File: src/hdl/svs_map.svh
`ifndef SVS_MAP_SVH
`define SVS_MAP_SVH
// ***********************************************
// Register addresses
// ***********************************************
`define SVS_ADDR_CONTROL 16'hFFBE
`define SVS_ADDR_LEVEL 16'hFFBF
// ***********************************************
// Register fields and values
// ***********************************************
`define SVS_BIT_CMP_EN 7
`define SVS_BIT_REF_EN 4
`define SVS_BIT_MODE 1
`define SVS_BIT_FLAG 0
`define SVS_RESET_CONTROL 8'h00
`define SVS_RESET_LEVEL 8'h00
`define SVS_RESET_CAUSE 8'h00
`define SVS_LEVEL_PROHIBITED 3'h7
`define SVS_CAUSE_BIT_UV 0
// ***********************************************
// Timing
// ***********************************************
`define SVS_POWERUP_NS 1000
`define SVS_CLK_NS 50
`define SVS_POWERUP_CYCLES ((`SVS_POWERUP_NS + `SVS_CLK_NS - 1) / `SVS_CLK_NS)
`endif

File: src/hdl/svs_pkg.sv
package svs_pkg;
   // Power-on supervisor option
   typedef enum logic [1:0] {
      SVS_POC_OFF = 2'h0,
      SVS_POC_LOW = 2'h1,
      SVS_POC_HIGH = 2'h2
   } svs_poc_type;
   // Reset sources other than power-on
   typedef enum logic [2:0] {
      SVS_SRC_WDT = 3'h1,
      SVS_SRC_UV = 3'h2,
      SVS_SRC_CLK = 3'h4
   } svs_src_type;
endpackage

File: src/hdl/svs_sync.sv
`timescale 1ns/1ps
// ***********************************************
// Two-flop synchroniser bank
// ***********************************************
module svs_sync #(
   parameter int WIDTH = 1
) (
   input wire logic clk,
   input wire logic rst,
   input wire logic [WIDTH-1:0] asyncIn,
   output logic [WIDTH-1:0] syncOut
);
   logic [WIDTH-1:0] meta_q;
   // First stage read only by the second
   always_ff @(posedge clk) begin
      if (rst) begin
         meta_q <= '0;
         syncOut <= '0;
      end else begin
         meta_q <= asyncIn;
         syncOut <= meta_q;
      end
   end
endmodule

File: src/hdl/supply_voltage_supervisor.sv
`timescale 1ns/1ps
`include "svs_map.svh"
// What this block does
// - At power-up the supervisor asserts the chip-wide internal reset.
// - Internal reset held while the power-on comparator shows supply below threshold.
// - Fixed option selects supervisor disabled, lower threshold or higher threshold.
// - A power-on supervisor reset clears the whole reset-cause register.
// - Watchdog, detector, clock-monitor resets only set their own cause flag.
// - A detector reset sets bit 0 of the reset-cause register.
// - Software picks one of seven detection levels; reduced grades offer five.
// - Detector keeps working and raising events in STOP mode.
// - Control fields: comparator enable 7, reference enable 4, mode 1, flag 0.
// - Control register at its address, resets to zero, bit and byte writes.
// - Detection flag is read-only; writes leave it alone.
// - Comparator enable starts the comparator; clearing it disables detection.
// - Reference enable switches the reference generator on or off.
// - Mode bit: zero gives interrupt, one gives internal reset on undervoltage.
// - Flag is one below threshold, zero above or when disabled.
// - Non-detector resets clear control bits; detector reset keeps them.
// - With supervisor used, reference runs always and reference enable is ignored.
// - Flag drives the interrupt only with comparator enabled and mode zero.
// - Level register holds a 3-bit code; 111 prohibited, upper bits zero.
module supply_voltage_supervisor
   import svs_pkg::*;
#(
   parameter int LEVEL_COUNT = 7,
   parameter int POWERUP_CYCLES = `SVS_POWERUP_CYCLES
) (
   input wire logic clk,
   input wire logic rst,
   input wire svs_poc_type pocOption,
   input wire logic pocBelow,
   input wire logic uvBelow,
   input wire logic wdtReset,
   input wire logic clkMonReset,
   input wire logic [15:0] busAddr,
   input wire logic [7:0] busWdata,
   input wire logic busWrite,
   input wire logic busBitWrite,
   input wire logic [2:0] busBitSel,
   input wire logic busRead,
   output logic [7:0] busRdata,
   output logic [2:0] detectLevelSelect,
   output logic comparatorOn,
   output logic referenceOn,
   output logic undervoltageIrq,
   output logic internalReset,
   output logic [7:0] resetCause
);
   // ***********************************************
   // Input synchronisation
   // ***********************************************
   logic [3:0] rawIn;
   logic [3:0] syncIn;
   logic pocLow;
   logic uvLow;
   logic wdtEv;
   logic clkEv;
   assign rawIn = {clkMonReset, wdtReset, uvBelow, pocBelow};
   svs_sync #(.WIDTH(4)) u_sync (
      .clk(clk),
      .rst(rst),
      .asyncIn(rawIn),
      .syncOut(syncIn)
   );
   assign pocLow = syncIn[0];
   assign uvLow = syncIn[1];
   assign wdtEv = syncIn[2];
   assign clkEv = syncIn[3];

   // ***********************************************
   // Power-on supervisor
   // ***********************************************
   logic [15:0] pwrCnt_q;
   logic [15:0] pwrCnt_d;
   logic pocUsed;
   logic pocTrip;
   logic pwrUp;
   // Option decode; disabled ignores the comparator
   assign pocUsed = (pocOption == SVS_POC_LOW) || (pocOption == SVS_POC_HIGH);
   assign pwrUp = (pwrCnt_q != 16'h0000);
   assign pocTrip = pwrUp || (pocUsed && pocLow);
   assign pwrCnt_d = pwrUp ? pwrCnt_q - 16'h0001 : 16'h0000;
   // Power-up stretch, reloaded by the rst pin
   always_ff @(posedge clk) begin
      if (rst) begin
         pwrCnt_q <= 16'(POWERUP_CYCLES);
      end else begin
         pwrCnt_q <= pwrCnt_d;
      end
   end

   // ***********************************************
   // Register writes
   // ***********************************************
   logic selCtl;
   logic selLvl;
   logic [7:0] ctlWr;
   logic [7:0] ctlMerge;
   logic cmpEn_q;
   logic refEn_q;
   logic mode_q;
   logic [2:0] level_q;
   logic [2:0] levelWr;
   logic levelOk;
   assign selCtl = (busAddr == `SVS_ADDR_CONTROL);
   assign selLvl = (busAddr == `SVS_ADDR_LEVEL);
   // Bit write merges one bit into current value
   assign ctlMerge = {cmpEn_q, 2'h0, refEn_q, 2'h0, mode_q, 1'b0};
   assign ctlWr = busBitWrite ? ((ctlMerge & ~(8'h01 << busBitSel)) | ({7'h00, busWdata[0]} << busBitSel))
                              : busWdata;
   assign levelWr = busWdata[2:0];
   assign levelOk = (levelWr != `SVS_LEVEL_PROHIBITED) && (32'(levelWr) < LEVEL_COUNT);

   // ***********************************************
   // Detector core
   // ***********************************************
   logic refActive;
   logic flag;
   logic uvTrip;
   logic otherReset;
   // Reference forced on while the supervisor is in use
   assign refActive = pocUsed || refEn_q;
   // Comparator needs enable and reference; no clock gating so STOP has no effect
   assign flag = cmpEn_q && refActive && uvLow;
   assign uvTrip = cmpEn_q && mode_q && flag;
   assign otherReset = pocTrip || wdtEv || clkEv;

   // Control bits survive only the detector reset
   always_ff @(posedge clk) begin
      if (rst || otherReset) begin
         cmpEn_q <= 1'b0;
         refEn_q <= 1'b0;
         mode_q <= 1'b0;
      end else if (selCtl && (busWrite || busBitWrite)) begin
         cmpEn_q <= ctlWr[`SVS_BIT_CMP_EN];
         refEn_q <= ctlWr[`SVS_BIT_REF_EN];
         mode_q <= ctlWr[`SVS_BIT_MODE];
      end
   end

   // Level register, byte writes only
   always_ff @(posedge clk) begin
      if (rst || otherReset) begin
         level_q <= 3'h0;
      end else if (selLvl && busWrite && levelOk) begin
         level_q <= levelWr;
      end
   end

   // ***********************************************
   // Reset cause
   // ***********************************************
   logic [7:0] cause_q;
   logic [7:0] cause_d;
   // Power-on clears all, others set own flag
   always_comb begin
      cause_d = cause_q;
      if (pocTrip) begin
         cause_d = `SVS_RESET_CAUSE;
      end else begin
         if (uvTrip) begin
            cause_d[`SVS_CAUSE_BIT_UV] = 1'b1;
         end
         if (wdtEv) begin
            cause_d[4] = 1'b1;
         end
         if (clkEv) begin
            cause_d[1] = 1'b1;
         end
      end
   end
   always_ff @(posedge clk) begin
      if (rst) begin
         cause_q <= `SVS_RESET_CAUSE;
      end else begin
         cause_q <= cause_d;
      end
   end

   // ***********************************************
   // Outputs
   // ***********************************************
   logic [7:0] rdMux;
   assign rdMux = selCtl ? {cmpEn_q, 2'h0, refEn_q, 2'h0, mode_q, flag}
                : selLvl ? {5'h00, level_q} : 8'h00;
   always_ff @(posedge clk) begin
      if (rst) begin
         busRdata <= 8'h00;
         detectLevelSelect <= 3'h0;
         comparatorOn <= 1'b0;
         referenceOn <= 1'b0;
         undervoltageIrq <= 1'b0;
         internalReset <= 1'b1;
         resetCause <= 8'h00;
      end else begin
         busRdata <= busRead ? rdMux : 8'h00;
         detectLevelSelect <= level_q;
         comparatorOn <= cmpEn_q;
         referenceOn <= refActive;
         undervoltageIrq <= cmpEn_q && !mode_q && flag;
         internalReset <= pocTrip || uvTrip || wdtEv || clkEv;
         resetCause <= cause_d;
      end
   end

   // ***********************************************
   // Checks
   // ***********************************************
   power_on_hold_a: assert property (@(posedge clk) disable iff (rst)
      (pocUsed && pocLow) |=> internalReset)
      else $error("reset not held for low supply");
   poc_clear_a: assert property (@(posedge clk) disable iff (rst)
      pocTrip |=> (resetCause == 8'h00))
      else $error("power-on did not clear cause");
   uv_cause_a: assert property (@(posedge clk) disable iff (rst)
      (uvTrip && !pocTrip) |=> resetCause[0])
      else $error("detector cause not set");
   irq_gate_a: assert property (@(posedge clk) disable iff (rst)
      undervoltageIrq |-> ($past(cmpEn_q) && !$past(mode_q)))
      else $error("irq outside interrupt mode");
   flag_off_a: assert property (@(posedge clk) disable iff (rst)
      !cmpEn_q |-> !flag)
      else $error("flag set while disabled");
   keep_bits_a: assert property (@(posedge clk) disable iff (rst)
      (uvTrip && !otherReset && !busWrite && !busBitWrite) |=> (cmpEn_q && mode_q))
      else $error("detector reset lost control bits");
   clear_bits_a: assert property (@(posedge clk) disable iff (rst)
      otherReset |=> (!cmpEn_q && !refEn_q && !mode_q))
      else $error("control bits not cleared");
   ref_forced_a: assert property (@(posedge clk) disable iff (rst)
      pocUsed |=> referenceOn)
      else $error("reference not forced on");
   level_legal_a: assert property (@(posedge clk) disable iff (rst)
      level_q != 3'h7)
      else $error("prohibited level stored");
   uv_reset_a: assert property (@(posedge clk) disable iff (rst)
      (internalReset && !$past(pocTrip) && !$past(wdtEv) && !$past(clkEv)) |-> $past(uvTrip))
      else $error("spurious internal reset");
   irq_follow_a: assert property (@(posedge clk) disable iff (rst)
      (cmpEn_q && !mode_q && flag) |=> undervoltageIrq)
      else $error("irq missing in interrupt mode");
   cmp_out_a: assert property (@(posedge clk) disable iff (rst)
      comparatorOn == $past(cmpEn_q))
      else $error("comparator output lags enable");
   level_out_a: assert property (@(posedge clk) disable iff (rst)
      detectLevelSelect == $past(level_q))
      else $error("level output lags register");
   ref_off_a: assert property (@(posedge clk) disable iff (rst)
      (!pocUsed && !refEn_q) |=> !referenceOn)
      else $error("reference on while disabled");
   wdt_cause_a: assert property (@(posedge clk) disable iff (rst)
      (wdtEv && !pocTrip) |=> resetCause[4])
      else $error("watchdog cause not set");
   clk_cause_a: assert property (@(posedge clk) disable iff (rst)
      (clkEv && !pocTrip) |=> resetCause[1])
      else $error("clock monitor cause not set");
   pwr_stretch_a: assert property (@(posedge clk) disable iff (rst)
      pwrUp |=> internalReset)
      else $error("power-up stretch without reset");
   uv_reset_on_a: assert property (@(posedge clk) disable iff (rst)
      uvTrip |=> internalReset)
      else $error("detector reset not raised");
   read_idle_a: assert property (@(posedge clk) disable iff (rst)
      !busRead |=> (busRdata == 8'h00))
      else $error("read data without strobe");
endmodule

File: config.mk
export PLATFORM = sky130hd
export DESIGN_NAME = supply_voltage_supervisor
export DESIGN_NICKNAME = d
export VERILOG_FILES = /design/src/hdl/svs_pkg.sv /design/src/hdl/svs_sync.sv /design/src/hdl/supply_voltage_supervisor.sv
export VERILOG_INCLUDE_DIRS = /design/src /design/src/hdl
export SDC_FILE = /design/constraint.sdc
export NUM_CORES = 1
export LEC_CHECK = 0
export ABC_AREA = 1
export BUFFER_PORTS_ARGS = -buffer_cell sky130_fd_sc_hd__buf_2
export CORE_MARGIN = 1.5
export CORE_UTILIZATION = 25
export CTS_CLUSTER_DIAMETER = 60
export DETAILED_ROUTE_END_ITERATION = 10
export GPL_TIMING_DRIVEN = 0
export MAX_ROUTING_LAYER = met4
export REMOVE_ABC_BUFFERS = 1
export SETUP_SLACK_MARGIN = 0.5
export SLEW_MARGIN = 20
export SYNTH_ARGS = -nofsm -noshare
export SYNTH_HDL_FRONTEND = slang
export SYNTH_HIERARCHICAL = 1
export SYNTH_SLANG_ARGS = --single-unit
export TNS_END_PERCENT = 30
File: constraint.sdc
create_clock -name clk -period 1.3 [get_ports clk]
set_input_delay 0 -clock clk [delete_from_list [all_inputs] [get_ports clk]]
set_output_delay 0 -clock clk [all_outputs]
set_load 0.02 [all_outputs]
# After elaboration in Yosys (flattened, before gate mapping)
# Index checks and enable logic that the tools add are counted.
[op_classes]
add_sub_neg = 1
order_cmp = 1
n_eq_ne = 5
n_shift = 2
muxes = 4
bitwise = 6
reduce_logical = 28
[ops]
columns = ["cell", "n"]
rows = [
  ["$eq A16 B16 Y1 const B", 2],
  ["$mux W8", 2],
  ["$reduce_bool A16 Y1", 1],
  ["$sub A16 B1 Y16 const B", 1],
  ["$logic_and A1 B1 Y1", 11],
  ["$logic_or A1 B1 Y1", 10],
  ["$and A8 B8 Y8", 1],
  ["$not A8 Y8", 1],
  ["$or A8 B8 Y8", 1],
  ["$shl A1 B3 Y8", 1],
  ["$shl A1 B3 Y8 const A", 1],
  ["$reduce_or A2 Y1", 3],
  ["$mux W5", 1],
  ["$reduce_or A4 Y1", 1],
  ["$lt A3 B3 Y1 const B", 1],
  ["$mux W3", 1],
  ["$ne A3 B3 Y1 const B", 1],
  ["$not A1 Y1", 3],
  ["$reduce_or A3 Y1", 1],
  ["$eq A2 B1 Y1 const B", 1],
  ["$eq A2 B2 Y1 const B", 1],
  ["$logic_not A1 Y1", 1],
]
[totals]
regBits = 48
input_bits = 38
output_inout_bits = 23
elab_cells = 66

# Depth between registers and ports, before layout
[logic_depth]
word_depth = 9
depth_mapped = 10
depth_no_buf = 10

# By module
# The synthesis kept the hierarchy.
[by_module_without_submodules]
columns = ["mod", "instances", "cells_per_inst", "area_each_um2", "seq_area_each_um2"]
rows = [
  ["supply_voltage_supervisor", 1, 252, 1755.4, 740.7],
  ["svs_sync", 1, 25, 231.5, 160.2],
]

# Worst setup path after synthesis
# Ideal clock, no wire load.
[synth_path]
path_type = "flip-flop to flip-flop"
startpoint = "register pwrCnt_q[0]"
endpoint = "register pwrCnt_q[5]"
setup_ps = 115
arrival_time_ps = 1209
t_required_ps = 1185
path_slack_ps = -23
path_stages_with_launch = 9
n_path_buf = 1
synth_period_minus_slack_ps = 1323
cell_sequence = "dfxtp_1 inv_1 ha_1 nand3_2 nor3_4 nand2_2 nand2_4 buf_6 nor2_1"
[synth_via]
elab_chain_len = 3
word_cells_on_any_way = 4
classes_between = "add/sub (1); bitwise (1); reduce/logical (2)"
[synth_rtl]
columns = ["item", "line", "text"]
rows = [
  ["from (decl)", "supply_voltage_supervisor.sv:74", "logic [15:0] pwrCnt_q;"],
  ["from (signal assigned)", "supply_voltage_supervisor.sv:87", "pwrCnt_q <= 16'(POWERUP_CYCLES);"],
  ["from (signal assigned)", "supply_voltage_supervisor.sv:89", "pwrCnt_q <= pwrCnt_d;"],
  ["branches (longest 3 deep; another with $sub A16 B1 Y16)", "--", ""],
]
# Parallel ways; which one is timed is not known.
# A chain may end at the register's enable or synchronous reset.

# Final worst setup path
[layout_path]
startpoint = "register pwrCnt_q[1]"
endpoint = "register pwrCnt_q[3]"
# Same word-level chain as after synthesis.

==> results.md <==
- Crit path cell chain: inv_2 -> ha_4 -> nand3_4 -> nor3_4 -> nand2_4 -> nand2_4 -> a21oi_1
- Unrepaired setup endpoints after global routing: yes
- Area Growth Syn to Fin: 33.4%
- CP Class: reg2reg
- Clock sinks: 45
- DRC violations left: 0
- Status: complete, but fails checks
- FMAX: 748 MHz
- Final Slew Violations: 0
- First-pass detailed-route iteration total: 4
- Unique masters post-synth: 24
- Clock Skew: just over 0.007 ns
- Clock Latency Late Sink: 0.30 ns
- Initial antenna violation count: 0
- Post-DR vias/cell: 4.14
- Initial Utilization: 25.7%
- Io pins: a little over 60
- Combinational share of power: approximately 16%
- Worst Setup Start Kind: register
- Power per cell area: 1060 mW/mm^2
- P_leak: roughly 0.0012 uW
- Number of max-cap violations: 0
- Inst Count DP: approximately 430
- Root Buffer: clkbuf_8
- Cell area after synthesis: roughly 0.0020 mm^2
- Most frequent cells in the layout: nand2_1, nor2_1, inv_1
- Initial drt markers: 51
- First-pass GRT wire length: 7440 um
- WHS Endpoint: refEn_q
- Max Buffers Root-to-Sink: 2
- CTS clk-pin slew, worst paths: approximately 0.090 ns
- Detailed Route WL: ~4300 um
- FF-to-FF Start: pwrCnt_q[1]
- Sw Share: about 28%
- Most used cell, CP: nand2_4
- Final period utilization: 103%
- GRT overflow: 0
- Hold Startpoint: busWdata[4]
- R2R cell count: 7
- Final setup margin: -0.0364 ns
- Total track usage: between 10% and 20%
- Pin count of the biggest net entering global routing: 16
- Period minus WS final: approximately 1.3 ns
- Port Buffers: a little under 50
- Worst hold path depth: 5
- Final HPWL DP: approximately 3200 um
- R2R Setup Slk: -0.04 ns
- Total CTS buffers: 5
- Worst endpoint required time: approximately 1.5 ns
- Slowest-stage cell, CP: dfxtp_2
- Gpl congestion: 0.788
- Final setup vio count: 17
- Peak VDD IR: just under 0.7 mV
- Number of global-route vias before repair: 1801
- Post-route antenna net violation count: 0
- Die width: 92.2 um
- Synthesized area per cell: ~7.2 um^2
- Hold Violations, Final: 0
- Non-Filler Instances: 444
- Layout Nets: 380
- Switching power: slightly below 800 uW
- Syn. warnings: 6
- Crit-path max FO: 7
- Hold Path Class: in2reg
- Reg power frac: a little over half
- Via count: approximately 1.8k
- Critical path arrival: 1.53 ns
- Antenna cells: 0
- Seq/Total Area, Yosys: a little under half
- Total power: between 2000 and 3000 uW
- Synth Register Bits: between 40 and 50
- Row cnt: 32
- Critical Path Max Stage Delay: roughly 0.33 ns
- Failing checks: negative setup slack
- Part of the power in the clock network: 30.7%
- Routed len/inst: roughly 9.8 um
- Core Region: 0.00773 mm^2
- Mapped Cells: 277
- RR Endpoint: pwrCnt_q[3]
- Commonest non-fill, non-tap cell in the layout: nand2_1
- CTS tree: built
- Layout cell share with drive strength beyond 1: between 20 and 30%
- Htree depth: 2
- Vert. Die Dim: 92.2 um
- Pint: ~2000 uW
- Die area: about 0.0085 mm^2
- Critical Path Sink Type: register
-- routing by layer --
layer  part of all wire (%)  vias to the layer above  GRT usage [%]
met2                     50                       39           19.1
met5                      0                        -              -
met1                     44                      822           12.4
met4                    1.8                        0           4.62
met3                    3.7                        8           2.65
li1                       -                      967              -
-- sequential cells by signal (all words and copies together), names as in the netlist, 3 cells and up --
signal / count
pwrCnt_q: 16
busRdata: 5
u_sync/meta_q: 4
u_sync/syncOut: 4
detectLevelSelect: 3
level_q: 3
resetCause: 3
-- synth_stat cells (all sizes together) --
library cell	instances	area share, %
xor2	6	2.6
o22ai	2	0.63
nor3	2	1.1
nand4	11	3.8
or2	1	0.32
nor2	58	11
inv	43	8.1
ha	1	0.63
conb	1	0.19
dfxtp	45	45
nand3	19	5.0
nand2	62	12
a21oi	11	2.8
o21ai	1	0.25
buf	10	4.2
and2	1	0.32
xnor2	3	1.3
-- worst max path at each step --
stage | endpoint | start | cells after the start | slack, ns
floorplan | pwrCnt_q[11] | pwrCnt_q[0] | 7 | 0.04
global placement | internalReset | pwrCnt_q[0] | 7 | -0.18
detailed placement | internalReset | pwrCnt_q[0] | 7 | -0.15
CTS | internalReset | pwrCnt_q[1] | 7 | -0.1
global route | pwrCnt_q[3] | pwrCnt_q[8] | 6 | -0.13
finish | pwrCnt_q[3] | pwrCnt_q[1] | 7 | -0.04
-- what timing repair did --
item / 4_1_cts / 5_1_grt
gates cloned: 1 / 0
hold endpoints to repair: 7 / 0
buffers inserted: 2 / 1
gates resized for setup: 20 / 31
setup endpoints to repair: 33 / 44
hold buffers: 7 / 0
pin swaps: 8 / 7
-- critical path, delay by kind of cell (launching register included) --
kind	cells	cell delay, ns
fa+ha+maj	1	0.15
buf+inv	1	0.06
simple gates	4	0.65
compound gates	1	0.06
flops	1	0.33
-- per-stage QoR --
stage                     hold WS, ns  worst slack (ns)  instance area, um^2  setup TNS, ns  util [%]
after floorplan                0.0712            0.0410                 1930              0         -
after global placement          0.203            -0.177                 2300          -2.69      29.8
after detailed placement        0.205            -0.154                 2300          -2.67      29.8
after CTS                      0.0426           -0.0980                 2560          -1.74      33.2
after global routing           0.0726            -0.128                 2650          -2.56      34.3
final                          0.0479           -0.0364                 2650         -0.327      34.3
-- power by group through the flow --
stage	registers, uW	logic, uW	clock network [uW]
2_1_floorplan	1500	254	0
3_3_place_gp	1500	359	0
3_5_place_dp	1500	367	0
4_1_cts	1470	438	912
5_1_grt	1490	522	961
6_report	1480	460	861
-- area by class of cell --
class / count / area (um^2)
timing repair buffer: 59 / 372
fill: 830 / 5080
clock inverter: 3 / 21.3
sequential: 45 / 912
inverter: 43 / 161
multi-input combinational: 187 / 988
tap: 102 / 128
clock buffer: 5 / 68.8
-- cell families (layout without fill, tap and decap cells) --
family | Yosys count | in the layout | share of synthesized area, %
DFF | 45 | 45 | 45.3
buffers and inverters | 53 | 110 | 12.3
other | 1 | 8 | 0.189
adders and majority gates | 1 | 1 | 0.630
and+or+nand+nor | 154 | 155 | 33.9
xor gates and xnor gates | 9 | 9 | 3.97
AOI/OAI and AO/OA | 14 | 14 | 3.65
No activity file was read; power rests on OpenSTA's default activity.
